==> config.mk <==
export PLATFORM = sky130hd
export DESIGN_NAME = addr_core
export DESIGN_NICKNAME = d
export VERILOG_FILES = /design/src/shared/addr_core_pkg.sv /design/src/core/cycle_divider.sv /design/src/core/addr_core.sv
export SDC_FILE = /design/constraint.sdc
export NUM_CORES = 1
export LEC_CHECK = 0
export ABC_AREA = 1
export BUFFER_PORTS_ARGS = -buffer_cell sky130_fd_sc_hd__buf_2
export CELL_PAD_IN_SITES_DETAIL_PLACEMENT = 2
export CELL_PAD_IN_SITES_GLOBAL_PLACEMENT = 2
export CORE_MARGIN = 10
export CORE_UTILIZATION = 36
export CTS_BUF_LIST = sky130_fd_sc_hd__clkbuf_2
export DETAILED_ROUTE_END_ITERATION = 8
export PLACE_DENSITY = 0.89
export SETUP_SLACK_MARGIN = 0.02
export SKIP_LAST_GASP = 1
export SYNTH_ARGS = -nofsm -noshare
export SYNTH_HDL_FRONTEND = slang
export SYNTH_SLANG_ARGS = --single-unit
==> constraint.sdc <==
create_clock -name core_clk -period 2.65 [get_ports core_clk]
set_input_delay 0.3975 -clock core_clk [delete_from_list [all_inputs] [get_ports core_clk]]
set_output_delay 0.3975 -clock core_clk [all_outputs]
set_load 0.01 [all_outputs]
==> src/shared/addr_core_pkg.sv <==
// Constants and types for the program and data memory addressing core
package addr_core_pkg;
    localparam int PC_W = 9;
    localparam int ROM_WORDS = 512;
    localparam int ROM_DATA_W = 8;
    localparam int PAGE_W = 6;
    localparam int PAGE_COUNT = 8;
    localparam int DIGIT_W = 4;
    localparam int REG_COUNT = 4;
    localparam int DIGITS_PER_REG = 8;
    localparam int REG_SEL_W = 2;
    localparam int DIG_SEL_W = 4;
    localparam int DIG_IDX_W = 3;
    localparam int PORT_W = 8;
    localparam int OSC_DIV = 4;
    localparam int OSC_DIV_W = 2;
    localparam logic [PC_W-1:0] PC_RESET = 9'h000;
    localparam logic [PC_W-1:0] PC_ONE = 9'h001;
    localparam logic [REG_SEL_W-1:0] DIRECT_REG = 2'h3;
    localparam logic [DIG_SEL_W-1:0] DIRECT_DIGIT = 4'hF;
    localparam logic [OSC_DIV_W-1:0] DIV_LAST = 2'h3;

    // Program counter actions, one per instruction cycle
    typedef enum logic [2:0] {
        PC_NEXT = 3'b000,
        PC_JUMP = 3'b001,
        PC_PAGE_JUMP = 3'b010,
        PC_CALL = 3'b011,
        PC_RETURN = 3'b100,
        PC_INDIRECT = 3'b101
    } pc_op_t;

    // Working memory digit operations
    typedef enum logic [2:0] {
        MEM_NONE = 3'b000,
        MEM_LOAD_ACC = 3'b001,
        MEM_STORE_ACC = 3'b010,
        MEM_EXCHANGE = 3'b011,
        MEM_TO_LATCH = 3'b100,
        MEM_FROM_PORT = 3'b101,
        MEM_EXCH_DIRECT = 3'b110
    } mem_op_t;
endpackage : addr_core_pkg

==> src/core/cycle_divider.sv <==
// Divides the oscillator input into instruction cycle strobes
`timescale 1ns/1ps
module cycle_divider #(
    parameter int DIV = addr_core_pkg::OSC_DIV
) (
    input wire logic core_clk,
    input wire logic nrst,
    input wire logic run,
    output logic cycle_strobe
);
    // ----------------------------------------
    // Divider
    // ----------------------------------------
    localparam int LAST_I = DIV - 1;
    localparam logic [addr_core_pkg::OSC_DIV_W-1:0] LAST = LAST_I[addr_core_pkg::OSC_DIV_W-1:0];

    if (DIV != addr_core_pkg::OSC_DIV) begin : g_bad_div
        $error("Divider must be four");
    end

    logic [addr_core_pkg::OSC_DIV_W-1:0] cnt_q, cnt_d;

    always_comb begin
        cnt_d = cnt_q;
        if (run) begin
            cnt_d = (cnt_q == LAST) ? '0 : cnt_q + 1'b1;
        end
    end

    always_ff @(posedge core_clk) begin
        if (!nrst) begin
            cnt_q <= '0;
        end else begin
            cnt_q <= cnt_d;
        end
    end

    assign cycle_strobe = run && (cnt_q == LAST);
endmodule : cycle_divider

==> src/core/addr_core.sv <==
// Program counter, return stack and working memory addressing core
`timescale 1ns/1ps
// Behaviour
// - Program store is 512 bytes, viewed as 8 pages of 64 words.
// - A 9-bit program counter selects one program word.
// - Counter reloads every instruction cycle; sequential steps add one.
// - Two 9-bit return slots give two nesting levels.
// - Working memory is four registers of eight 4-bit digits.
// - Pointer: 2-bit register select, low 3 digit bits select digit.
// - Selected digit loads, stores, exchanges accumulator, to latch, from port.
// - Direct exchange uses register 3 digit 15 without the pointer.
// - One instruction cycle equals four oscillator input periods.
// - Halt stops oscillator clocking, freezing all internal state except the oscillator input sampling flops and the acc_load and latch_load pulses, which clear.
// - Bits are positive logic: set is 1, reset is 0.
// - Program counter counts across page boundaries.
// - Digit select top bit ignored, two values per physical digit.
module addr_core (
    input wire logic core_clk,
    input wire logic nrst,
    input wire logic oscillator_input,
    input wire logic halt_req,
    input wire logic [2:0] pc_op,
    input wire logic [addr_core_pkg::PC_W-1:0] jump_target,
    input wire logic [addr_core_pkg::PAGE_W-1:0] page_offset,
    input wire logic [addr_core_pkg::ROM_DATA_W-1:0] indirect_low,
    input wire logic [2:0] mem_op,
    input wire logic ptr_load,
    input wire logic [addr_core_pkg::REG_SEL_W-1:0] register_select_in,
    input wire logic [addr_core_pkg::DIG_SEL_W-1:0] digit_select_in,
    input wire logic [addr_core_pkg::DIGIT_W-1:0] acc_in,
    input wire logic [addr_core_pkg::PORT_W-1:0] port_in,
    output logic [addr_core_pkg::PC_W-1:0] program_counter,
    output logic [addr_core_pkg::PC_W-1:0] first_return_slot,
    output logic [addr_core_pkg::PC_W-1:0] second_return_slot,
    output logic [addr_core_pkg::REG_SEL_W-1:0] register_select,
    output logic [addr_core_pkg::DIG_SEL_W-1:0] digit_select,
    output logic [addr_core_pkg::DIGIT_W-1:0] mem_digit,
    output logic [addr_core_pkg::DIGIT_W-1:0] acc_out,
    output logic acc_load,
    output logic [addr_core_pkg::DIGIT_W-1:0] latch_out,
    output logic latch_load,
    output logic cycle_strobe,
    output logic halted
);
    localparam int PC_W = addr_core_pkg::PC_W;
    localparam int DW = addr_core_pkg::DIGIT_W;
    localparam int WORDS = addr_core_pkg::REG_COUNT * addr_core_pkg::DIGITS_PER_REG;
    localparam int IDX_W = addr_core_pkg::REG_SEL_W + addr_core_pkg::DIG_IDX_W;

    if (addr_core_pkg::ROM_WORDS != addr_core_pkg::PAGE_COUNT * (1 << addr_core_pkg::PAGE_W)) begin : g_bad_pages
        $error("Program store pages do not fill the store");
    end
    if (addr_core_pkg::ROM_WORDS != (1 << PC_W)) begin : g_bad_width
        $error("Counter width does not match store size");
    end

    // ----------------------------------------
    // Oscillator input sampling and halt
    // ----------------------------------------
    logic osc_s1_q, osc_s2_q, osc_s3_q;
    logic halted_q, halted_d;
    logic osc_rise;

    always_ff @(posedge core_clk) begin
        if (!nrst) begin
            osc_s1_q <= 1'b0;
            osc_s2_q <= 1'b0;
            osc_s3_q <= 1'b0;
        end else begin
            osc_s1_q <= oscillator_input;
            osc_s2_q <= osc_s1_q;
            osc_s3_q <= osc_s2_q;
        end
    end

    always_comb begin
        halted_d = halted_q || (cycle_strobe && halt_req);
    end

    always_ff @(posedge core_clk) begin
        if (!nrst) begin
            halted_q <= 1'b0;
        end else begin
            halted_q <= halted_d;
        end
    end

    assign osc_rise = osc_s2_q && !osc_s3_q && !halted_q;
    assign halted = halted_q;

    logic period_end;
    cycle_divider #(.DIV(addr_core_pkg::OSC_DIV)) u_div (
        .core_clk(core_clk),
        .nrst(nrst),
        .run(osc_rise),
        .cycle_strobe(period_end)
    );
    assign cycle_strobe = period_end;

    // ----------------------------------------
    // Program counter and return stack
    // ----------------------------------------
    logic [PC_W-1:0] pc_q, pc_d, ret1_q, ret1_d, ret2_q, ret2_d, pc_inc;

    function automatic logic [PC_W-1:0] next_seq(input logic [PC_W-1:0] pc);
        next_seq = pc + addr_core_pkg::PC_ONE;
    endfunction : next_seq

    assign pc_inc = next_seq(pc_q);

    always_comb begin
        pc_d = pc_q;
        ret1_d = ret1_q;
        ret2_d = ret2_q;
        if (cycle_strobe) begin
            unique case (addr_core_pkg::pc_op_t'(pc_op))
                addr_core_pkg::PC_NEXT: begin
                    pc_d = pc_inc;
                end
                addr_core_pkg::PC_JUMP: begin
                    pc_d = jump_target;
                end
                addr_core_pkg::PC_PAGE_JUMP: begin
                    pc_d = {pc_inc[PC_W-1:addr_core_pkg::PAGE_W], page_offset};
                end
                addr_core_pkg::PC_CALL: begin
                    ret2_d = ret1_q;
                    ret1_d = pc_inc;
                    pc_d = jump_target;
                end
                addr_core_pkg::PC_RETURN: begin
                    pc_d = ret1_q;
                    ret1_d = ret2_q;
                end
                addr_core_pkg::PC_INDIRECT: begin
                    pc_d = {pc_inc[PC_W-1], indirect_low};
                end
                default: begin
                    pc_d = pc_inc;
                end
            endcase
        end
    end

    always_ff @(posedge core_clk) begin
        if (!nrst) begin
            pc_q <= addr_core_pkg::PC_RESET;
            ret1_q <= addr_core_pkg::PC_RESET;
            ret2_q <= addr_core_pkg::PC_RESET;
        end else begin
            pc_q <= pc_d;
            ret1_q <= ret1_d;
            ret2_q <= ret2_d;
        end
    end

    assign program_counter = pc_q;
    assign first_return_slot = ret1_q;
    assign second_return_slot = ret2_q;

    // ----------------------------------------
    // Working memory and pointer
    // ----------------------------------------
    logic [DW-1:0] mem_q [WORDS];
    logic [DW-1:0] mem_d [WORDS];
    logic [addr_core_pkg::REG_SEL_W-1:0] reg_sel_q, reg_sel_d;
    logic [addr_core_pkg::DIG_SEL_W-1:0] dig_sel_q, dig_sel_d;
    logic [DW-1:0] acc_q, acc_d, latch_q, latch_d;
    logic acc_ld_q, acc_ld_d, latch_ld_q, latch_ld_d;
    logic [IDX_W-1:0] ptr_idx, direct_idx;

    function automatic logic [IDX_W-1:0] digit_index(
        input logic [addr_core_pkg::REG_SEL_W-1:0] r,
        input logic [addr_core_pkg::DIG_SEL_W-1:0] d
    );
        digit_index = {r, d[addr_core_pkg::DIG_IDX_W-1:0]};
    endfunction : digit_index

    assign ptr_idx = digit_index(reg_sel_q, dig_sel_q);
    assign direct_idx = digit_index(addr_core_pkg::DIRECT_REG, addr_core_pkg::DIRECT_DIGIT);

    always_comb begin
        mem_d = mem_q;
        reg_sel_d = reg_sel_q;
        dig_sel_d = dig_sel_q;
        acc_d = acc_q;
        latch_d = latch_q;
        acc_ld_d = 1'b0;
        latch_ld_d = 1'b0;
        if (cycle_strobe) begin
            unique case (addr_core_pkg::mem_op_t'(mem_op))
                addr_core_pkg::MEM_NONE: begin
                end
                addr_core_pkg::MEM_LOAD_ACC: begin
                    acc_d = mem_q[ptr_idx];
                    acc_ld_d = 1'b1;
                end
                addr_core_pkg::MEM_STORE_ACC: begin
                    mem_d[ptr_idx] = acc_in;
                end
                addr_core_pkg::MEM_EXCHANGE: begin
                    acc_d = mem_q[ptr_idx];
                    acc_ld_d = 1'b1;
                    mem_d[ptr_idx] = acc_in;
                end
                addr_core_pkg::MEM_TO_LATCH: begin
                    latch_d = mem_q[ptr_idx];
                    latch_ld_d = 1'b1;
                end
                addr_core_pkg::MEM_FROM_PORT: begin
                    mem_d[ptr_idx] = port_in[DW-1:0];
                end
                addr_core_pkg::MEM_EXCH_DIRECT: begin
                    acc_d = mem_q[direct_idx];
                    acc_ld_d = 1'b1;
                    mem_d[direct_idx] = acc_in;
                end
                default: begin
                end
            endcase
            if (ptr_load) begin
                reg_sel_d = register_select_in;
                dig_sel_d = digit_select_in;
            end
        end
    end

    always_ff @(posedge core_clk) begin
        if (!nrst) begin
            reg_sel_q <= '0;
            dig_sel_q <= '0;
            acc_q <= '0;
            latch_q <= '0;
            acc_ld_q <= 1'b0;
            latch_ld_q <= 1'b0;
        end else begin
            reg_sel_q <= reg_sel_d;
            dig_sel_q <= dig_sel_d;
            acc_q <= acc_d;
            latch_q <= latch_d;
            acc_ld_q <= acc_ld_d;
            latch_ld_q <= latch_ld_d;
        end
    end

    // Working memory is not cleared by reset
    always_ff @(posedge core_clk) begin
        mem_q <= mem_d;
    end

    assign register_select = reg_sel_q;
    assign digit_select = dig_sel_q;
    assign mem_digit = mem_q[ptr_idx];
    assign acc_out = acc_q;
    assign acc_load = acc_ld_q;
    assign latch_out = latch_q;
    assign latch_load = latch_ld_q;
endmodule : addr_core

* Yosys cells after proc, flatten, opt, wreduce, memory -nomap -nowiden *
Cells that the tools add are included.

cells by class
  add/subtract/negate cells = 2
  magnitude comparators = 2
  equal/unequal tests = 12
  multiplexer cells = 14
  bitwise gates (word level) = 2
  reduce and logical (&&, ||, !) cells = 24

operators by type and width
  cell                                                                          number
  128-bit case mux with 3 select lines                                          1
  128-bit bitwise mux                                                           2
  9-bit case mux with 4 select lines                                            1
  4-bit binary-select mux with 5-bit select                                     1
  4-bit demux with 5-bit select                                                 1
  9-bit case mux with 2 select lines                                            1
  3-bit == test, second input constant                                          5
  2-bit AND reduction                                                           7
  3-bit by 2-bit == test with 1-bit output, second input constant               4
  4-bit 2-to-1 mux                                                              3
  9-bit by 1-bit adder with 9-bit output, second input constant                 1
  4-bit case mux with 2 select lines                                            1
  3-bit by 1-bit == test with 1-bit output, second input constant               2
  6-bit >= comparator, second input constant                                    1
  6-bit by 1-bit less-than comparator with 1-bit output, second input constant  1
  5-bit NOT with 6-bit output                                                   1
  2-bit nonzero test                                                            3
  2-bit OR reduction                                                            3
  1-bit logical AND                                                             5
  3-bit AND reduction                                                           1
  3-bit nonzero test                                                            1
  3-bit OR reduction                                                            1
  2-bit by 1-bit adder with 2-bit output, second input constant                 1
  2-bit == test, second input constant                                          1
  other kinds (5)                                                               7

word-level totals
  bits in registers = 177
  bits of input ports = 52
  word-level logic and storage cells = 102

* Logic depth before layout (Yosys ltp) *
  depth in word-level cells = 7
  depth in mapped cells = 12
  mapped depth without buffers = 11

* By module *
From an unflattened synthesis, not the netlist that was laid out.

unflattened totals
  cells, all modules = 1231
  area total of the unflattened synthesis = 9646.8 µm²

modules (own cells, without submodules)
  module         times used  cells each  area an instance (µm²)  seq. area each (µm²)
  addr_core      1           1216        9542.9                  4784.6
  cycle_divider  1           15          103.8                   40.0

* Least setup slack after synthesis *
No wires, ideal clock.

  kind = flip-flop to flip-flop
  start = register reg_sel_q (netlist bit register_select[1])
  end = register with a tool-made name
  library setup time = 339 ps
  arrival time = 1631 ps
  data required time = 2311 ps
  setup slack = 680 ps
  stages on the path, launching flop included = 7
  period minus slack after synthesis = 1970 ps
  path through = dfxtp_1 inv_2 nor3_2 inv_1 nor2_1 inv_1 a21oi_1

RTL lines
  what                      line              text
  start: declaration        addr_core.sv:166  logic [addr_core_pkg::REG_SEL_W-1:0] reg_sel_q, reg_sel_d;
  start signal: assignment  addr_core.sv:237  reg_sel_q <= reg_sel_d;

* Final worst setup path *
  start = register dig_sel_q (netlist bit digit_select[0])
  end = output port mem_digit[1] (netlist bit)

on the way
  longest elaborated chain between the ends = 4

RTL lines
  what                                                 line              text
  start: declaration                                   addr_core.sv:167  logic [addr_core_pkg::DIG_SEL_W-1:0] dig_sel_q, dig_sel_d;
  start signal: assignment                             addr_core.sv:238  dig_sel_q <= dig_sel_d;
  5-bit NOT with 6-bit output (not written as such)    addr_core.sv:253  assign mem_digit = mem_q[ptr_idx];
  4-bit binary-select mux with 5-bit select            addr_core.sv:253
  4-bit 2-to-1 mux (not written as such) (2 in a row)  addr_core.sv:253
  end: declaration                                     addr_core.sv:37   output logic [addr_core_pkg::DIGIT_W-1:0] mem_digit,

Every way passes these cells. The select of a mux whose other input is x is not followed.

==> metrics.md <==
| Metric | Value |
|---|---|
| Mapped Avg Cell Area | `7.81 sq um` |
| Compound-Gate Fraction of Synth Area | `15.8%` |
| Max frequency | `323 MHz` |
| CTS tree | `yes` |
| Setup ws final | `-446 ps` |
| CP required | `2250 ps` |
| Simple-gate share of the synthesized area | `26.4%` |
| GRT overflow | `0` |
| Vias in the first global route | `11600` |
| Worst Path Arrival | `2700 ps` |
| Drt first pass iters | `6` |
| Ys flop type | `edfxtp_1` |
| Adder-Cell Fraction of Synth Area | `0.266%` |
| Hold Slack | `-38.4 ps` |
| Synth Register Bits | `177` |
| Clock Latency Late Sink | `950 ps` |
| Placed wire-length estimate | `26400 um` |
| Number of CTS-inserted buffers | `17` |
| Detail-routed via count per cell | `6.35` |
| Failing checks | `hold timing, setup timing` |
| Synth warn | `0` |
| Die Y | `182 um` |
| RePlAce Congestion | `0.805` |
| Pins Over Slew Limit | `0` |
| # setup viols final | `12` |
| Worst hold path type | `in2reg` |
| Synthesized Nets | `1258` |
| Static Leakage | `4.83 nW` |
| Max Cap Viol | `0` |
| Drt drc | `0` |
| Seq/Total Area, Yosys | `51.3%` |
| CP Capture Type | `output port` |
| Final ANT Viol Nets | `0` |
| VDD IR max | `0.231 mV` |
| Multiplexer area fraction after synthesis | `0%` |
| Yosys top cell by area | `edfxtp_1` |
| Top-area cell type share of the netlist area | `40.9%` |
| Clock Pin Slew Worst Setup and Hold Paths | `400 ps` |
| Outcome | `finished, violations left` |
| Final Net Count | `1413` |
| Core ar. | `0.0259 sq mm` |
| Initial antenna violation count | `4` |
| Area post-placement | `0.0105 sq mm` |
| Least-Margin Pin Slew | `869 ps` |
| Largest family of logic cells by synthesized area | `simple AND/OR/NAND/NOR gates` |
| Clk_skew | `134 ps` |
| RSZ-0062 raised after global routing | `true` |
| GRT Total Usage | `28.1%` |
| Layout cells sized above 1 | `23.1%` |
| Place WS | `256 ps` |
| Fin area | `0.0117 sq mm` |
| # IOs | `101` |
| Via count | `10900` |
| Commonest cells post-synth | `411 x nand2_1, 160 x o21ai_0, 128 x edfxtp_1` |
| CP Launch Type | `flip-flop` |
| Largest cells by area after synthesis | `edfxtp_1 41%, nand2_1 16%, dfxtp_1 10%` |
| Die width | `182 um` |
| Std cell rows | `59` |
| Async SR Flop Fraction | `0%` |
| Routed len/inst | `32.0 um` |
| Area delta synth->final | `24.8%` |
| Final period util | `117%` |
| Die ar. | `0.0330 sq mm` |
| Post-Syn Area | `0.00940 sq mm` |
| CTS sink cnt | `177` |
| Drt first-iter violations | `1099` |
| Total power | `0.00513 W` |
| Root buf cell | `clkbuf_2` |
| Post-Syn Instances | `1204` |
| Starting Density | `36.3%` |
| Port bufs | `96` |
| First-pass GRT wire length | `72200 um` |
| Worst slew margin | `42.1%` |
| Layout fillers | `2796` |
| Final Hold Viols | `5` |
| CP max FO | `9` |
| CTS H-tree depth | `4` |
| Yosys cell types | `29` |
| Final WL | `54800 um` |
| Sum of negative setup slack | `-2180 ps` |
| Cell Pwr Density | `438 mW/mm^2` |
| Synth Area in XOR/XNOR | `0.559%` |
| Count leader, synth | `nand2_1` |
| Clock Tree Buf Depth | `2` |
| Post-route minimum period | `3100 ps` |
| Largest net degree at the start of global routing | `118` |
| Post-synth EDFFs | `128` |
| Setup Crit Path Kind | `reg2out` |
cell families after synthesis:
| logic type | Yosys count |
|---|---|
| xor gates and xnor gates | 6 |
| adders and majority gates | 2 |
| DFF | 177 |
| AOI/OAI and AO/OA | 287 |
| and+or+nand+nor | 596 |
| buffers and inverters | 136 |
what timing repair did:
action	4_1_cts	5_1_grt
pin swaps	6	21
hold buffers	25	0
cloned	1	6
setup buffers	14	11
gates resized for setup	30	121
endpoints found under the hold margin	18	0
setup endpoints to repair	4	8
metrics by stage:
step / util [%] / cells / hold slack, ps
detailed placement: 40.3 / 1619 / 415
finish: 45.3 / 1712 / -38.4
floorplan: - / 1204 / 390
global placement: 40.3 / 1619 / 398
CTS: 43.2 / 1691 / 0.782
global route: 45.3 / 1710 / -50.7
cell usage in the layout (no fill, tap or decap), drive strengths merged, types with 22 or more instances in the layout:
| cell type | n |
|---|---|
| nor2 | 53 |
| a21oi | 88 |
| edfxtp | 128 |
| o21ai | 166 |
| dlygate4sd3 | 25 |
| nand2 | 411 |
| clkbuf | 22 |
| o22ai | 23 |
| inv | 83 |
| buf | 165 |
| nand3 | 118 |
| dfxtp | 49 |
layer usage:
metal,global-route usage [%],wire [um]
met1,29.5,19100
met2,51.7,27100
met3,4.61,3840
met4,16.4,4780
met5,0,0
worst paths after layout:
| path | from | end | slack (ps) | cells past startpoint |
|---|---|---|---|---|
| worst max-delay path | digit_select[0] | mem_digit[1] | -450 | 12 |
| worst min-delay path | indirect_low[6] | program_counter[6] | -40 | 5 |
| worst max register to register | digit_select[0] | flip-flop | -110 | 8 |
| worst min register to register | osc_s2_q | osc_s3_q | 430 | 2 |
where the power goes:
| group | switching (W) | internal (W) |
|---|---|---|
| clock | 0.00138 | 0.000415 |
| sequential | 0.00000145 | 0.00295 |
| combinational | 0.000269 | 0.000118 |
| total | 0.00165 | 0.00348 |
critical path, stage by stage (launching register included):
cell and delay (ps):
dfxtp_4 460, buf_12 170, inv_12 70, buf_12 160
nand2_1 120, nand2_1 130, nand2_1 110, nand2_1 80
nand2_2 70, nand2_2 70, nor2_4 110, nand2_2 80
buf_6 130
layout make-up:
cell class	count	area [sq um]	share of cell area, %
clock inverters	14	168	1.43
repair inverters	2	17.5	0.149
diodes	5	12.5	0.107
flip-flops and latches	177	4840	41.3
well taps	335	419	3.57
clock buffers	18	90.1	0.768
repair buffers	194	1530	13.1
inverters	76	303	2.58
multi-input cells	891	4350	37.1
No activity file was read; power rests on OpenSTA's default activity.
